`src/include/backlight_regs_pkg.sv`:
```
// Purpose: Shared constants for the backlight configuration and timer block
// Assumes: 125 MHz ref_clk, timers counted in 0.1 s ticks
// Notes: Timer decode functions are shared by the top and the timer module
package backlight_regs_pkg;
  // Register offsets
  localparam logic [7:0] OFS_MODE = 8'h00;
  localparam logic [7:0] OFS_IRQ_LOAD_EN = 8'h01;
  localparam logic [7:0] OFS_LIGHT_CONTROL = 8'h02;
  localparam logic [7:0] OFS_BL_TIMERS = 8'h03;
  localparam logic [7:0] OFS_BL_FADE = 8'h04;

  // Mode register fields
  localparam int MODE_STANDBY_BIT = 7;
  localparam int MODE_LIGHT_EN_BIT = 6;
  localparam int MODE_DIM_BIT = 5;
  localparam int MODE_OVP_ST_BIT = 4;
  localparam int MODE_CMP_ST_BIT = 3;

  // Interrupt and load enable fields
  localparam int DUMMY_LOAD_EN_BIT = 4;
  localparam int CMP_IEN_BIT = 3;
  localparam int OVP_IRQ_EN_BIT = 2;

  // Backlight control fields
  localparam int LEVEL_MSB = 7;
  localparam int LEVEL_LSB = 6;
  localparam int LAW_MSB = 5;
  localparam int LAW_LSB = 4;
  localparam int AUTO_ADJ_BIT = 3;
  localparam int SOFT_OVP_BIT = 2;
  localparam int FADE_OVR_BIT = 1;

  // Timer fields (same nibble split in both timer registers)
  localparam int HI_MSB = 7;
  localparam int HI_LSB = 4;
  localparam int LO_MSB = 3;
  localparam int LO_LSB = 0;

  // Writable bit masks; other positions ignore writes and read zero
  localparam logic [7:0] MASK_MODE = 8'hF8;
  localparam logic [7:0] MASK_IRQ_LOAD_EN = 8'h1C;
  localparam logic [7:0] MASK_LIGHT_CONTROL = 8'hFE;
  localparam logic [7:0] MASK_TIMERS = 8'hFF;
  localparam logic [7:0] RESET_VALUE = 8'h00;

  // Brightness levels
  localparam logic [1:0] LEVEL_DAYLIGHT = 2'h0;
  localparam logic [1:0] LEVEL_OFFICE = 2'h1;
  localparam logic [1:0] LEVEL_DARK = 2'h2;

  // Fade laws
  localparam logic [1:0] LAW_LINEAR = 2'h0;
  localparam logic [1:0] LAW_SQUARE = 2'h1;
  localparam logic [1:0] LAW_CUBIC1 = 2'h2;
  localparam logic [1:0] LAW_CUBIC2 = 2'h3;

  // Dummy load thresholds on the backlight code
  localparam logic [6:0] LOAD_LIMIT_LINEAR = 7'h08;
  localparam logic [6:0] LOAD_LIMIT_SQUARE = 7'h20;

  // Time base
  localparam int CLK_PERIOD_NS = 8;
  localparam int TICK_MS = 100;
  localparam int TICK_CYCLES = TICK_MS * 1000000 / CLK_PERIOD_NS;

  // Timer encodings, in ticks of TICK_MS
  localparam int LONG_FIRST_TICKS = 100;
  localparam int LONG_STEP1_TICKS = 50;
  localparam int LONG_KNEE_CODE = 8;
  localparam int LONG_KNEE_TICKS = 500;
  localparam int LONG_STEP2_TICKS = 100;
  localparam int FADE_STEP1_TICKS = 3;
  localparam int FADE_KNEE_CODE = 11;
  localparam int FADE_KNEE_TICKS = 35;
  localparam int FADE_STEP2_TICKS = 5;
  localparam int TIMER_W = 11;
  localparam int FADE_W = 6;

  // Off and dim timers: 10..40 s by 5 s, then 50..120 s by 10 s
  function automatic logic [10:0] long_ticks(input logic [3:0] code);
    int t;
    t = 0;
    if (code == 4'h0) begin
      t = 0;
    end else if (int'(code) < LONG_KNEE_CODE) begin
      t = LONG_FIRST_TICKS + LONG_STEP1_TICKS * (int'(code) - 1);
    end else begin
      t = LONG_KNEE_TICKS + LONG_STEP2_TICKS * (int'(code) - LONG_KNEE_CODE);
    end
    return t[10:0];
  endfunction : long_ticks

  // Fade timers: 0.3..3.0 s by 0.3 s, then 3.5..5.5 s by 0.5 s
  function automatic logic [5:0] fade_ticks(input logic [3:0] code);
    int t;
    t = 0;
    if (int'(code) < FADE_KNEE_CODE) begin
      t = FADE_STEP1_TICKS * int'(code);
    end else begin
      t = FADE_KNEE_TICKS + FADE_STEP2_TICKS * (int'(code) - FADE_KNEE_CODE);
    end
    return t[5:0];
  endfunction : fade_ticks
endpackage : backlight_regs_pkg

```
`src/verilog/backlight_control_timer_regs.sv`:
```
// Purpose: Backlight mode, interrupt enable, control and timer registers
// Assumes: Serial interface already decoded into a byte register port
// Notes: Reads return data one cycle after reg_rd
//
// Overview of operation
// - Dummy load on when enabled and code below 8 linear or 32 square.
// - Comparator interrupt enable gates comparator status onto the interrupt line.
// - Overvoltage interrupt enable gates overvoltage status onto the interrupt line.
// - Level field bits 7-6: 00 daylight, 01 office, 10 dark.
// - Law field bits 5-4: linear, square, cubic one, cubic two.
// - Auto adjust clear: comparators ignored, software level used.
// - Auto adjust set: comparators drive the level field, not software.
// - Control bit 2 enables soft overvoltage protection.
// - Control bit 1 enables fade override.
// - Off timer code 0 disables; else 10-40 s by 5, 50-120 s by 10.
// - Dim timer uses the off timer encoding.
// - Fade-out code 0 disables; 0.3-3.0 s by 0.3, 3.5-5.5 s by 0.5.
// - Fade-in timer uses the fade-out encoding.
// - Backlight enable bit turns the driver on and off.
// - Dim timer sets dim bit itself and clears it on expiry.
// - Interrupt status bits are sticky and cleared by writing one.
`timescale 1ns/1ps
module backlight_control_timer_regs #(
  parameter int TICK_CYCLES = backlight_regs_pkg::TICK_CYCLES
) (
  // Clock and reset
  input wire logic ref_clk,
  input wire logic reset,
  // Register port
  input wire logic [7:0] reg_addr,
  input wire logic reg_wr,
  input wire logic [7:0] reg_wdata,
  input wire logic reg_rd,
  output logic [7:0] reg_rdata,
  // Analog side status
  input wire logic ovp_detect,
  input wire logic comparator_trip,
  input wire logic level2_out,
  input wire logic level3_out,
  input wire logic [6:0] backlight_code,
  // Interrupt line
  output logic irq,
  // Control outputs
  output logic standby_n,
  output logic backlight_enable,
  output logic dim_mode,
  output logic dummy_load_on,
  output logic [1:0] brightness_level,
  output logic [1:0] fade_law,
  output logic soft_overvoltage_enable,
  output logic fade_override,
  output logic [5:0] fade_in_ticks,
  output logic [5:0] fade_out_ticks
);
  logic [7:0] mode_r;
  logic [7:0] mode_nxt;
  logic [7:0] ien_r;
  logic [7:0] ien_nxt;
  logic [7:0] ctl_r;
  logic [7:0] ctl_nxt;
  logic [7:0] time_r;
  logic [7:0] time_nxt;
  logic [7:0] fade_r;
  logic [7:0] fade_nxt;
  logic [7:0] rdata_r;
  logic [7:0] rdata_nxt;
  logic [5:0] fin_r;
  logic [5:0] fin_nxt;
  logic [5:0] fout_r;
  logic [5:0] fout_nxt;
  logic load_r;
  logic load_nxt;
  logic irq_r;
  logic irq_nxt;
  logic [31:0] presc_r;
  logic [31:0] presc_nxt;
  logic tick_r;
  logic tick_nxt;
  logic auto_dim_r;
  logic auto_dim_nxt;
  logic light_en_d_r;
  logic bl_start;
  logic bl_stop;
  logic off_expired;
  logic dim_expired;
  logic [1:0] auto_level;

  function automatic logic hit(input logic [7:0] ofs);
    return reg_wr && (reg_addr == ofs);
  endfunction : hit

  // Write-one-to-clear; a zero written leaves the status bit alone
  function automatic logic w1c(input logic old, input logic wbit);
    return old && !wbit;
  endfunction : w1c

  // Dummy load window per fade law; cubic laws never ask for it
  function automatic logic load_window(input logic [1:0] law, input logic [6:0] code);
    logic want;
    want = 1'b0;
    if (law == backlight_regs_pkg::LAW_LINEAR) begin
      want = (code < backlight_regs_pkg::LOAD_LIMIT_LINEAR);
    end else if (law == backlight_regs_pkg::LAW_SQUARE) begin
      want = (code < backlight_regs_pkg::LOAD_LIMIT_SQUARE);
    end
    return want;
  endfunction : load_window

  // Read decode; unmapped offsets read zero
  function automatic logic [7:0] read_value(input logic [7:0] ofs);
    logic [7:0] v;
    v = 8'h00;
    if (ofs == backlight_regs_pkg::OFS_MODE) begin
      v = mode_r;
    end else if (ofs == backlight_regs_pkg::OFS_IRQ_LOAD_EN) begin
      v = ien_r;
    end else if (ofs == backlight_regs_pkg::OFS_LIGHT_CONTROL) begin
      v = ctl_r;
    end else if (ofs == backlight_regs_pkg::OFS_BL_TIMERS) begin
      v = time_r;
    end else if (ofs == backlight_regs_pkg::OFS_BL_FADE) begin
      v = fade_r;
    end
    return v;
  endfunction : read_value

  // Shared 0.1 s time base for both interval timers
  always_comb begin
    tick_nxt = 1'b0;
    presc_nxt = presc_r + 32'h1;
    if (presc_r >= 32'(TICK_CYCLES - 1)) begin
      presc_nxt = 32'h0;
      tick_nxt = 1'b1;
    end
  end

  // Only the enable edge starts a countdown, so a held bit never restarts it
  assign bl_start = mode_r[backlight_regs_pkg::MODE_LIGHT_EN_BIT] && !light_en_d_r;
  assign bl_stop = !mode_r[backlight_regs_pkg::MODE_LIGHT_EN_BIT];

  // Cancel wins over start, so clearing the enable stops both at once
  interval_timer u_off_timer (
    .ref_clk(ref_clk),
    .reset(reset),
    .tick(tick_r),
    .start(bl_start),
    .cancel(bl_stop),
    .code(time_r[backlight_regs_pkg::HI_MSB:backlight_regs_pkg::HI_LSB]),
    .running(),
    .expired(off_expired)
  );

  interval_timer u_dim_timer (
    .ref_clk(ref_clk),
    .reset(reset),
    .tick(tick_r),
    .start(bl_start),
    .cancel(bl_stop),
    .code(time_r[backlight_regs_pkg::LO_MSB:backlight_regs_pkg::LO_LSB]),
    .running(),
    .expired(dim_expired)
  );

  // Comparator outputs mapped to an operating level, dark taking priority
  always_comb begin
    if (level3_out) begin
      auto_level = backlight_regs_pkg::LEVEL_DARK;
    end else if (level2_out) begin
      auto_level = backlight_regs_pkg::LEVEL_OFFICE;
    end else begin
      auto_level = backlight_regs_pkg::LEVEL_DAYLIGHT;
    end
  end

  // Register writes and hardware updates
  always_comb begin
    mode_nxt = mode_r;
    ien_nxt = ien_r;
    ctl_nxt = ctl_r;
    time_nxt = time_r;
    fade_nxt = fade_r;
    auto_dim_nxt = auto_dim_r;
    if (hit(backlight_regs_pkg::OFS_MODE)) begin
      mode_nxt[7:5] = reg_wdata[7:5];
      mode_nxt[backlight_regs_pkg::MODE_OVP_ST_BIT] = w1c(
        mode_r[backlight_regs_pkg::MODE_OVP_ST_BIT],
        reg_wdata[backlight_regs_pkg::MODE_OVP_ST_BIT]);
      mode_nxt[backlight_regs_pkg::MODE_CMP_ST_BIT] = w1c(
        mode_r[backlight_regs_pkg::MODE_CMP_ST_BIT],
        reg_wdata[backlight_regs_pkg::MODE_CMP_ST_BIT]);
      // A hand write to the dim bit takes it away from the timer
      auto_dim_nxt = 1'b0;
    end
    if (hit(backlight_regs_pkg::OFS_IRQ_LOAD_EN)) begin
      ien_nxt = reg_wdata & backlight_regs_pkg::MASK_IRQ_LOAD_EN;
    end
    if (hit(backlight_regs_pkg::OFS_LIGHT_CONTROL)) begin
      ctl_nxt = reg_wdata & backlight_regs_pkg::MASK_LIGHT_CONTROL;
      if (ctl_r[backlight_regs_pkg::AUTO_ADJ_BIT]) begin
        ctl_nxt[backlight_regs_pkg::LEVEL_MSB:backlight_regs_pkg::LEVEL_LSB] =
          ctl_r[backlight_regs_pkg::LEVEL_MSB:backlight_regs_pkg::LEVEL_LSB];
      end
    end
    if (hit(backlight_regs_pkg::OFS_BL_TIMERS)) begin
      time_nxt = reg_wdata;
    end
    if (hit(backlight_regs_pkg::OFS_BL_FADE)) begin
      fade_nxt = reg_wdata;
    end
    // Level follows comparators only while auto adjust is on
    if (ctl_nxt[backlight_regs_pkg::AUTO_ADJ_BIT]) begin
      ctl_nxt[backlight_regs_pkg::LEVEL_MSB:backlight_regs_pkg::LEVEL_LSB] = auto_level;
    end
    // Timer driven dim: set on enable, cleared on expiry
    if (bl_start && (time_r[backlight_regs_pkg::LO_MSB:backlight_regs_pkg::LO_LSB] != 4'h0)) begin
      mode_nxt[backlight_regs_pkg::MODE_DIM_BIT] = 1'b1;
      auto_dim_nxt = 1'b1;
    end else if (dim_expired && auto_dim_r) begin
      mode_nxt[backlight_regs_pkg::MODE_DIM_BIT] = 1'b0;
      auto_dim_nxt = 1'b0;
    end
    if (off_expired) begin
      mode_nxt[backlight_regs_pkg::MODE_LIGHT_EN_BIT] = 1'b0;
    end
    // Events set after the clear so a same-cycle event is kept
    if (ovp_detect) begin
      mode_nxt[backlight_regs_pkg::MODE_OVP_ST_BIT] = 1'b1;
    end
    if (comparator_trip) begin
      mode_nxt[backlight_regs_pkg::MODE_CMP_ST_BIT] = 1'b1;
    end
    mode_nxt = mode_nxt & backlight_regs_pkg::MASK_MODE;
  end

  // Derived outputs and read data
  always_comb begin
    // Irq is a registered level one cycle behind status, not a pulse
    irq_nxt = (mode_r[backlight_regs_pkg::MODE_CMP_ST_BIT] &&
               ien_r[backlight_regs_pkg::CMP_IEN_BIT]) ||
              (mode_r[backlight_regs_pkg::MODE_OVP_ST_BIT] &&
               ien_r[backlight_regs_pkg::OVP_IRQ_EN_BIT]);
    load_nxt = 1'b0;
    if (ien_r[backlight_regs_pkg::DUMMY_LOAD_EN_BIT]) begin
      load_nxt = load_window(fade_law, backlight_code);
    end
    fout_nxt = backlight_regs_pkg::fade_ticks(
      fade_r[backlight_regs_pkg::HI_MSB:backlight_regs_pkg::HI_LSB]);
    fin_nxt = backlight_regs_pkg::fade_ticks(
      fade_r[backlight_regs_pkg::LO_MSB:backlight_regs_pkg::LO_LSB]);
    rdata_nxt = rdata_r;
    if (reg_rd) begin
      rdata_nxt = read_value(reg_addr);
    end
  end

  always_ff @(posedge ref_clk) begin
    if (reset) begin
      mode_r <= backlight_regs_pkg::RESET_VALUE;
      ien_r <= backlight_regs_pkg::RESET_VALUE;
      ctl_r <= backlight_regs_pkg::RESET_VALUE;
      time_r <= backlight_regs_pkg::RESET_VALUE;
      fade_r <= backlight_regs_pkg::RESET_VALUE;
      rdata_r <= 8'h00;
      fin_r <= 6'h00;
      fout_r <= 6'h00;
      load_r <= 1'b0;
      irq_r <= 1'b0;
      presc_r <= 32'h0;
      tick_r <= 1'b0;
      auto_dim_r <= 1'b0;
      light_en_d_r <= 1'b0;
    end else begin
      mode_r <= mode_nxt;
      ien_r <= ien_nxt;
      ctl_r <= ctl_nxt;
      time_r <= time_nxt;
      fade_r <= fade_nxt;
      rdata_r <= rdata_nxt;
      fin_r <= fin_nxt;
      fout_r <= fout_nxt;
      load_r <= load_nxt;
      irq_r <= irq_nxt;
      presc_r <= presc_nxt;
      tick_r <= tick_nxt;
      auto_dim_r <= auto_dim_nxt;
      light_en_d_r <= mode_r[backlight_regs_pkg::MODE_LIGHT_EN_BIT];
    end
  end

  assign reg_rdata = rdata_r;
  assign irq = irq_r;
  assign dummy_load_on = load_r;
  assign standby_n = mode_r[backlight_regs_pkg::MODE_STANDBY_BIT];
  assign backlight_enable = mode_r[backlight_regs_pkg::MODE_LIGHT_EN_BIT];
  assign dim_mode = mode_r[backlight_regs_pkg::MODE_DIM_BIT];
  assign brightness_level =
    ctl_r[backlight_regs_pkg::LEVEL_MSB:backlight_regs_pkg::LEVEL_LSB];
  assign fade_law = ctl_r[backlight_regs_pkg::LAW_MSB:backlight_regs_pkg::LAW_LSB];
  assign soft_overvoltage_enable = ctl_r[backlight_regs_pkg::SOFT_OVP_BIT];
  assign fade_override = ctl_r[backlight_regs_pkg::FADE_OVR_BIT];
  assign fade_in_ticks = fin_r;
  assign fade_out_ticks = fout_r;
endmodule : backlight_control_timer_regs

```
`src/verilog/interval_timer.sv`:
```
// Purpose: Countdown of an off or dim interval in 0.1 s ticks
// Assumes: tick is a one-cycle pulse from the shared prescaler
// Notes: Code 0 never starts; cancel wins over start
`timescale 1ns/1ps
module interval_timer (
  // Clock and reset
  input wire logic ref_clk,
  input wire logic reset,
  // Control
  input wire logic tick,
  input wire logic start,
  input wire logic cancel,
  input wire logic [3:0] code,
  // Status
  output logic running,
  output logic expired
);
  logic [10:0] count_r;
  logic [10:0] count_nxt;
  logic run_r;
  logic run_nxt;
  logic exp_r;
  logic exp_nxt;

  always_comb begin
    count_nxt = count_r;
    run_nxt = run_r;
    exp_nxt = 1'b0;
    if (cancel) begin
      run_nxt = 1'b0;
    end else if (start) begin
      count_nxt = backlight_regs_pkg::long_ticks(code);
      run_nxt = (code != 4'h0);
    end else if (run_r && tick) begin
      if (count_r <= 11'h001) begin
        run_nxt = 1'b0;
        exp_nxt = 1'b1;
        count_nxt = 11'h000;
      end else begin
        count_nxt = count_r - 11'h001;
      end
    end
  end

  always_ff @(posedge ref_clk) begin
    if (reset) begin
      count_r <= 11'h000;
      run_r <= 1'b0;
      exp_r <= 1'b0;
    end else begin
      count_r <= count_nxt;
      run_r <= run_nxt;
      exp_r <= exp_nxt;
    end
  end

  assign running = run_r;
  assign expired = exp_r;
endmodule : interval_timer

```
`config.mk`:
```
export PLATFORM = sky130hd
export DESIGN_NAME = backlight_control_timer_regs
export DESIGN_NICKNAME = d
export VERILOG_FILES = /design/src/include/backlight_regs_pkg.sv /design/src/verilog/backlight_control_timer_regs.sv /design/src/verilog/interval_timer.sv
export SDC_FILE = /design/constraint.sdc
export NUM_CORES = 1
export LEC_CHECK = 0
export BUFFER_PORTS_ARGS = -buffer_cell sky130_fd_sc_hd__buf_2
export CORE_ASPECT_RATIO = 2
export CORE_UTILIZATION = 57
export DETAILED_ROUTE_END_ITERATION = 16
export PLACE_DENSITY = 0.8
export RECOVER_POWER = 100
export SYNTH_ARGS = -nofsm -noshare
export SYNTH_HDL_FRONTEND = slang
export SYNTH_SLANG_ARGS = --single-unit
```
`constraint.sdc`:
```
create_clock -name ref_clk -period 12.2 [get_ports ref_clk]
set_clock_uncertainty 0.05 [all_clocks]
set_input_delay 2.44 -clock ref_clk [delete_from_list [all_inputs] [get_ports ref_clk]]
set_output_delay 2.44 -clock ref_clk [all_outputs]
set_load 0.005 [all_outputs]
```
==> out/metrics.csv <==
metric;value;unit
grt_pass1_wl;31000;µm
syn_inst;954;
cts_num_sinks;114;
slew_headroom;-2.12;
synth_edf_count;0;
core-area;0.0135;mm²
viasPerCell;6.02;
fin_tns_setup;0;ns
first_pass_iters;6;
post-route-period-util;0.507;
endpoint;u_dim_timer.count_r[10]$_SDFFE_PP0P_;
cts-buffers-inserted;17;
rsz0062_at_grt;no;
tightest_slew;4.68;ns
stdcell_count;1163;
avgRoutedWirePerCell;16.2;µm
overflow;0;
place_inst;1131;
setup_viol;0;
htree_levels;4;
die_h;168;µm
cts.root.buffer_cell;clkbuf_16;
power.leakage;3.61;nW
clockBufferDepth;2;
worstHoldPathType;reg -> reg;
dieArea;0.0144;mm²
start_kind;input port;
violations;max-capacitance violations, max-slew violations;
cts-resized-gates;0;
fmax;0.162;GHz
crit_chain;clkbuf_1 > nor2_1 > o21ai_0 > o22ai_1;
chipWidth;85.2;µm
track_usage;0.272;
ys_seq_area_frac;0.289;
ys_seq_elements;114;
area_growth;11.8;%
hpwl;13800;µm
drt_iter0_markers;500;
slew_viol_final;106;
worstPathArrival;6.25;ns
grt_pass1_vias;6731;
maxCapViolations;1;
reg2reg_to;u_off_timer.count_r[10]$_SDFFE_PP0P_;
grt_max_degree;106;
post_cts_buffers;0;
holdWs;0.335;ns
cts_hold_buf;0;
cp.required;12.26;ns
dr_total_vias;7003;
async_flop_share;0;
hold_viol_final;0;
yosysUniqueCellTypes;67;
status;finished, violations left;
p_per_area;107;mW/mm²
path_clk_slew;0.06;ns
reg2reg_depth;15;
place.gp.congestion;0.862;
crit_path_start;reset;
ff2ff_setup_slack;7.21;ns
num_io_pins;62;
yosys-top-cells-area;dfxtp_1, ha_1, a21oi_1, xnor2_1, nand2_1;
drc;0;
start_util;0.584;
yosysMostFrequentCell;dfxtp_1;
end_kind;register;
rows;60;
r2r-start;time_r[7]$_SDFFE_PP0P_;
port-buffer-count;58;
drive_gt1_frac;0.0962;
critical_path_class;in -> reg;
routed_wl;18800;µm
antenna_found_initial;0;
period_minus_slack;6.18;ns
clk_latency;0.41;ns
synth.avg_cell_area;8.28;µm²
diodes;0;
nNetsFinal;1133;
critical-path-max-stage-delay;3.22;ns
synth_top_cell_area_share;0.289;
synth_top_cells_by_count;dfxtp_1, ha_1, a21oi_1;
ir_drop;0.0000980;V
synth_top_flop_cell;dfxtp_1;
cp_max_fo;105;
netlist_area;0.00790;mm²
yosysTopAreaCell;dfxtp_1;
drtAntennaViolNets;0;
slowest_stage;clkbuf_1;
cts_tree;built;
utilization;0.653;
ys_warn_count;0;
cell usage in the layout, fill, tap and decap left out, drive strengths merged, types with 7 or more instances in the layout:
| cell type | count |
|---|---|
| and3 | 7 |
| conb | 8 |
| nor4 | 8 |
| o211ai | 8 |
| buf | 50 |
| nor2 | 76 |
| nand3 | 40 |
| nand2 | 77 |
| a22oi | 8 |
| nor2b | 7 |
| inv | 72 |
| a211oi | 17 |
| a21o | 8 |
| a21oi | 89 |
| xor2 | 33 |
| o21ai | 38 |
| mux2i | 18 |
| or3 | 7 |
| clkbuf | 26 |
| ha | 93 |
| nor3 | 44 |
| or4 | 7 |
| dfxtp | 114 |
| nand2b | 14 |
| fa | 14 |
| xnor2 | 47 |
through the flow:
step / setup slack (ns) / area, µm² / total power, mW
after floorplan: 8.26 / 7920 / 0.409
after global placement: 7.43 / 8230 / 0.422
after detailed placement: 7.35 / 8230 / 0.422
after CTS: 7.35 / 8850 / 0.944
after global routing: 5.58 / 8830 / 0.966
final: 6.02 / 8830 / 0.941
critical path, delay by kind of cell:
family	cells	cell delay [ns]
AO/OA/AOI/OAI	2	0.47
buffers and inverters	1	3.22
AND/OR/NAND/NOR	1	0.11
where the power goes:
part,switching (mW),internal (mW),leakage [nW],total (mW)
Combinational,0.0241,0.0141,2.38,0.0382
Clock,0.199,0.328,0.302,0.526
Sequential,0.00163,0.375,0.922,0.377
Total,0.224,0.717,3.61,0.941
flip-flops by register name, summed over array words and instances, names as in the netlist, 3 cells and up:
register,count
time_r,8
mode_r,5
reg_rdata,8
fade_out_ticks,6
u_dim_timer.count_r,11
presc_r,32
fade_in_ticks,6
ien_r,3
fade_r,8
ctl_r,7
u_off_timer.count_r,11
layer usage:
| layer | part of all wire | routed length [µm] | vias to the layer above | global-route usage |
|---|---|---|---|---|
| met5 | 0 | 0 | - | 0 |
| met4 | 0.047 | 890 | 0 | 0.141 |
| met3 | 0.057 | 1070 | 68 | 0.0603 |
| met2 | 0.53 | 9950 | 240 | 0.509 |
| met1 | 0.37 | 6900 | 3290 | 0.274 |
| li1 | - | - | 3405 | - |
cell type report:
cell class	count	area, µm²
Multi-Input combinational cell	736	5190
Clock buffer	17	425
Tap cell	155	194
Sequential cell	114	2280
Inverter	67	251
Fill cell	1095	4680
Clock inverter	15	196
Timing Repair Buffer	59	285
cell families after synthesis:
| family | share of synthesized area |
|---|---|
| and+or+nand+nor | 0.197 |
| buffers and inverters | 0.0556 |
| adders and majority gates | 0.183 |
| muxes | 0.0285 |
| xor gates and xnor gates | 0.0887 |
| other | 0.000475 |
| AOI/OAI and AO/OA | 0.158 |
| DFF | 0.289 |
worst min path at each step:
stage	startpoint	to	slack (ns)	cells after the start
after detailed placement	u_off_timer.expired$_SDFF_PP0_	mode_r[6]$_SDFFE_PP0P_	0.33	1
after global placement	u_off_timer.expired$_SDFF_PP0_	mode_r[6]$_SDFFE_PP0P_	0.34	1
final	u_off_timer.expired$_SDFF_PP0_	mode_r[6]$_SDFFE_PP0P_	0.33	1
after floorplan	u_off_timer.expired$_SDFF_PP0_	mode_r[6]$_SDFFE_PP0P_	0.33	1
after global routing	u_off_timer.expired$_SDFF_PP0_	mode_r[6]$_SDFFE_PP0P_	0.35	1
after CTS	u_off_timer.expired$_SDFF_PP0_	mode_r[6]$_SDFFE_PP0P_	0.34	1
Note: power is estimated with default switching activity, not from simulation.
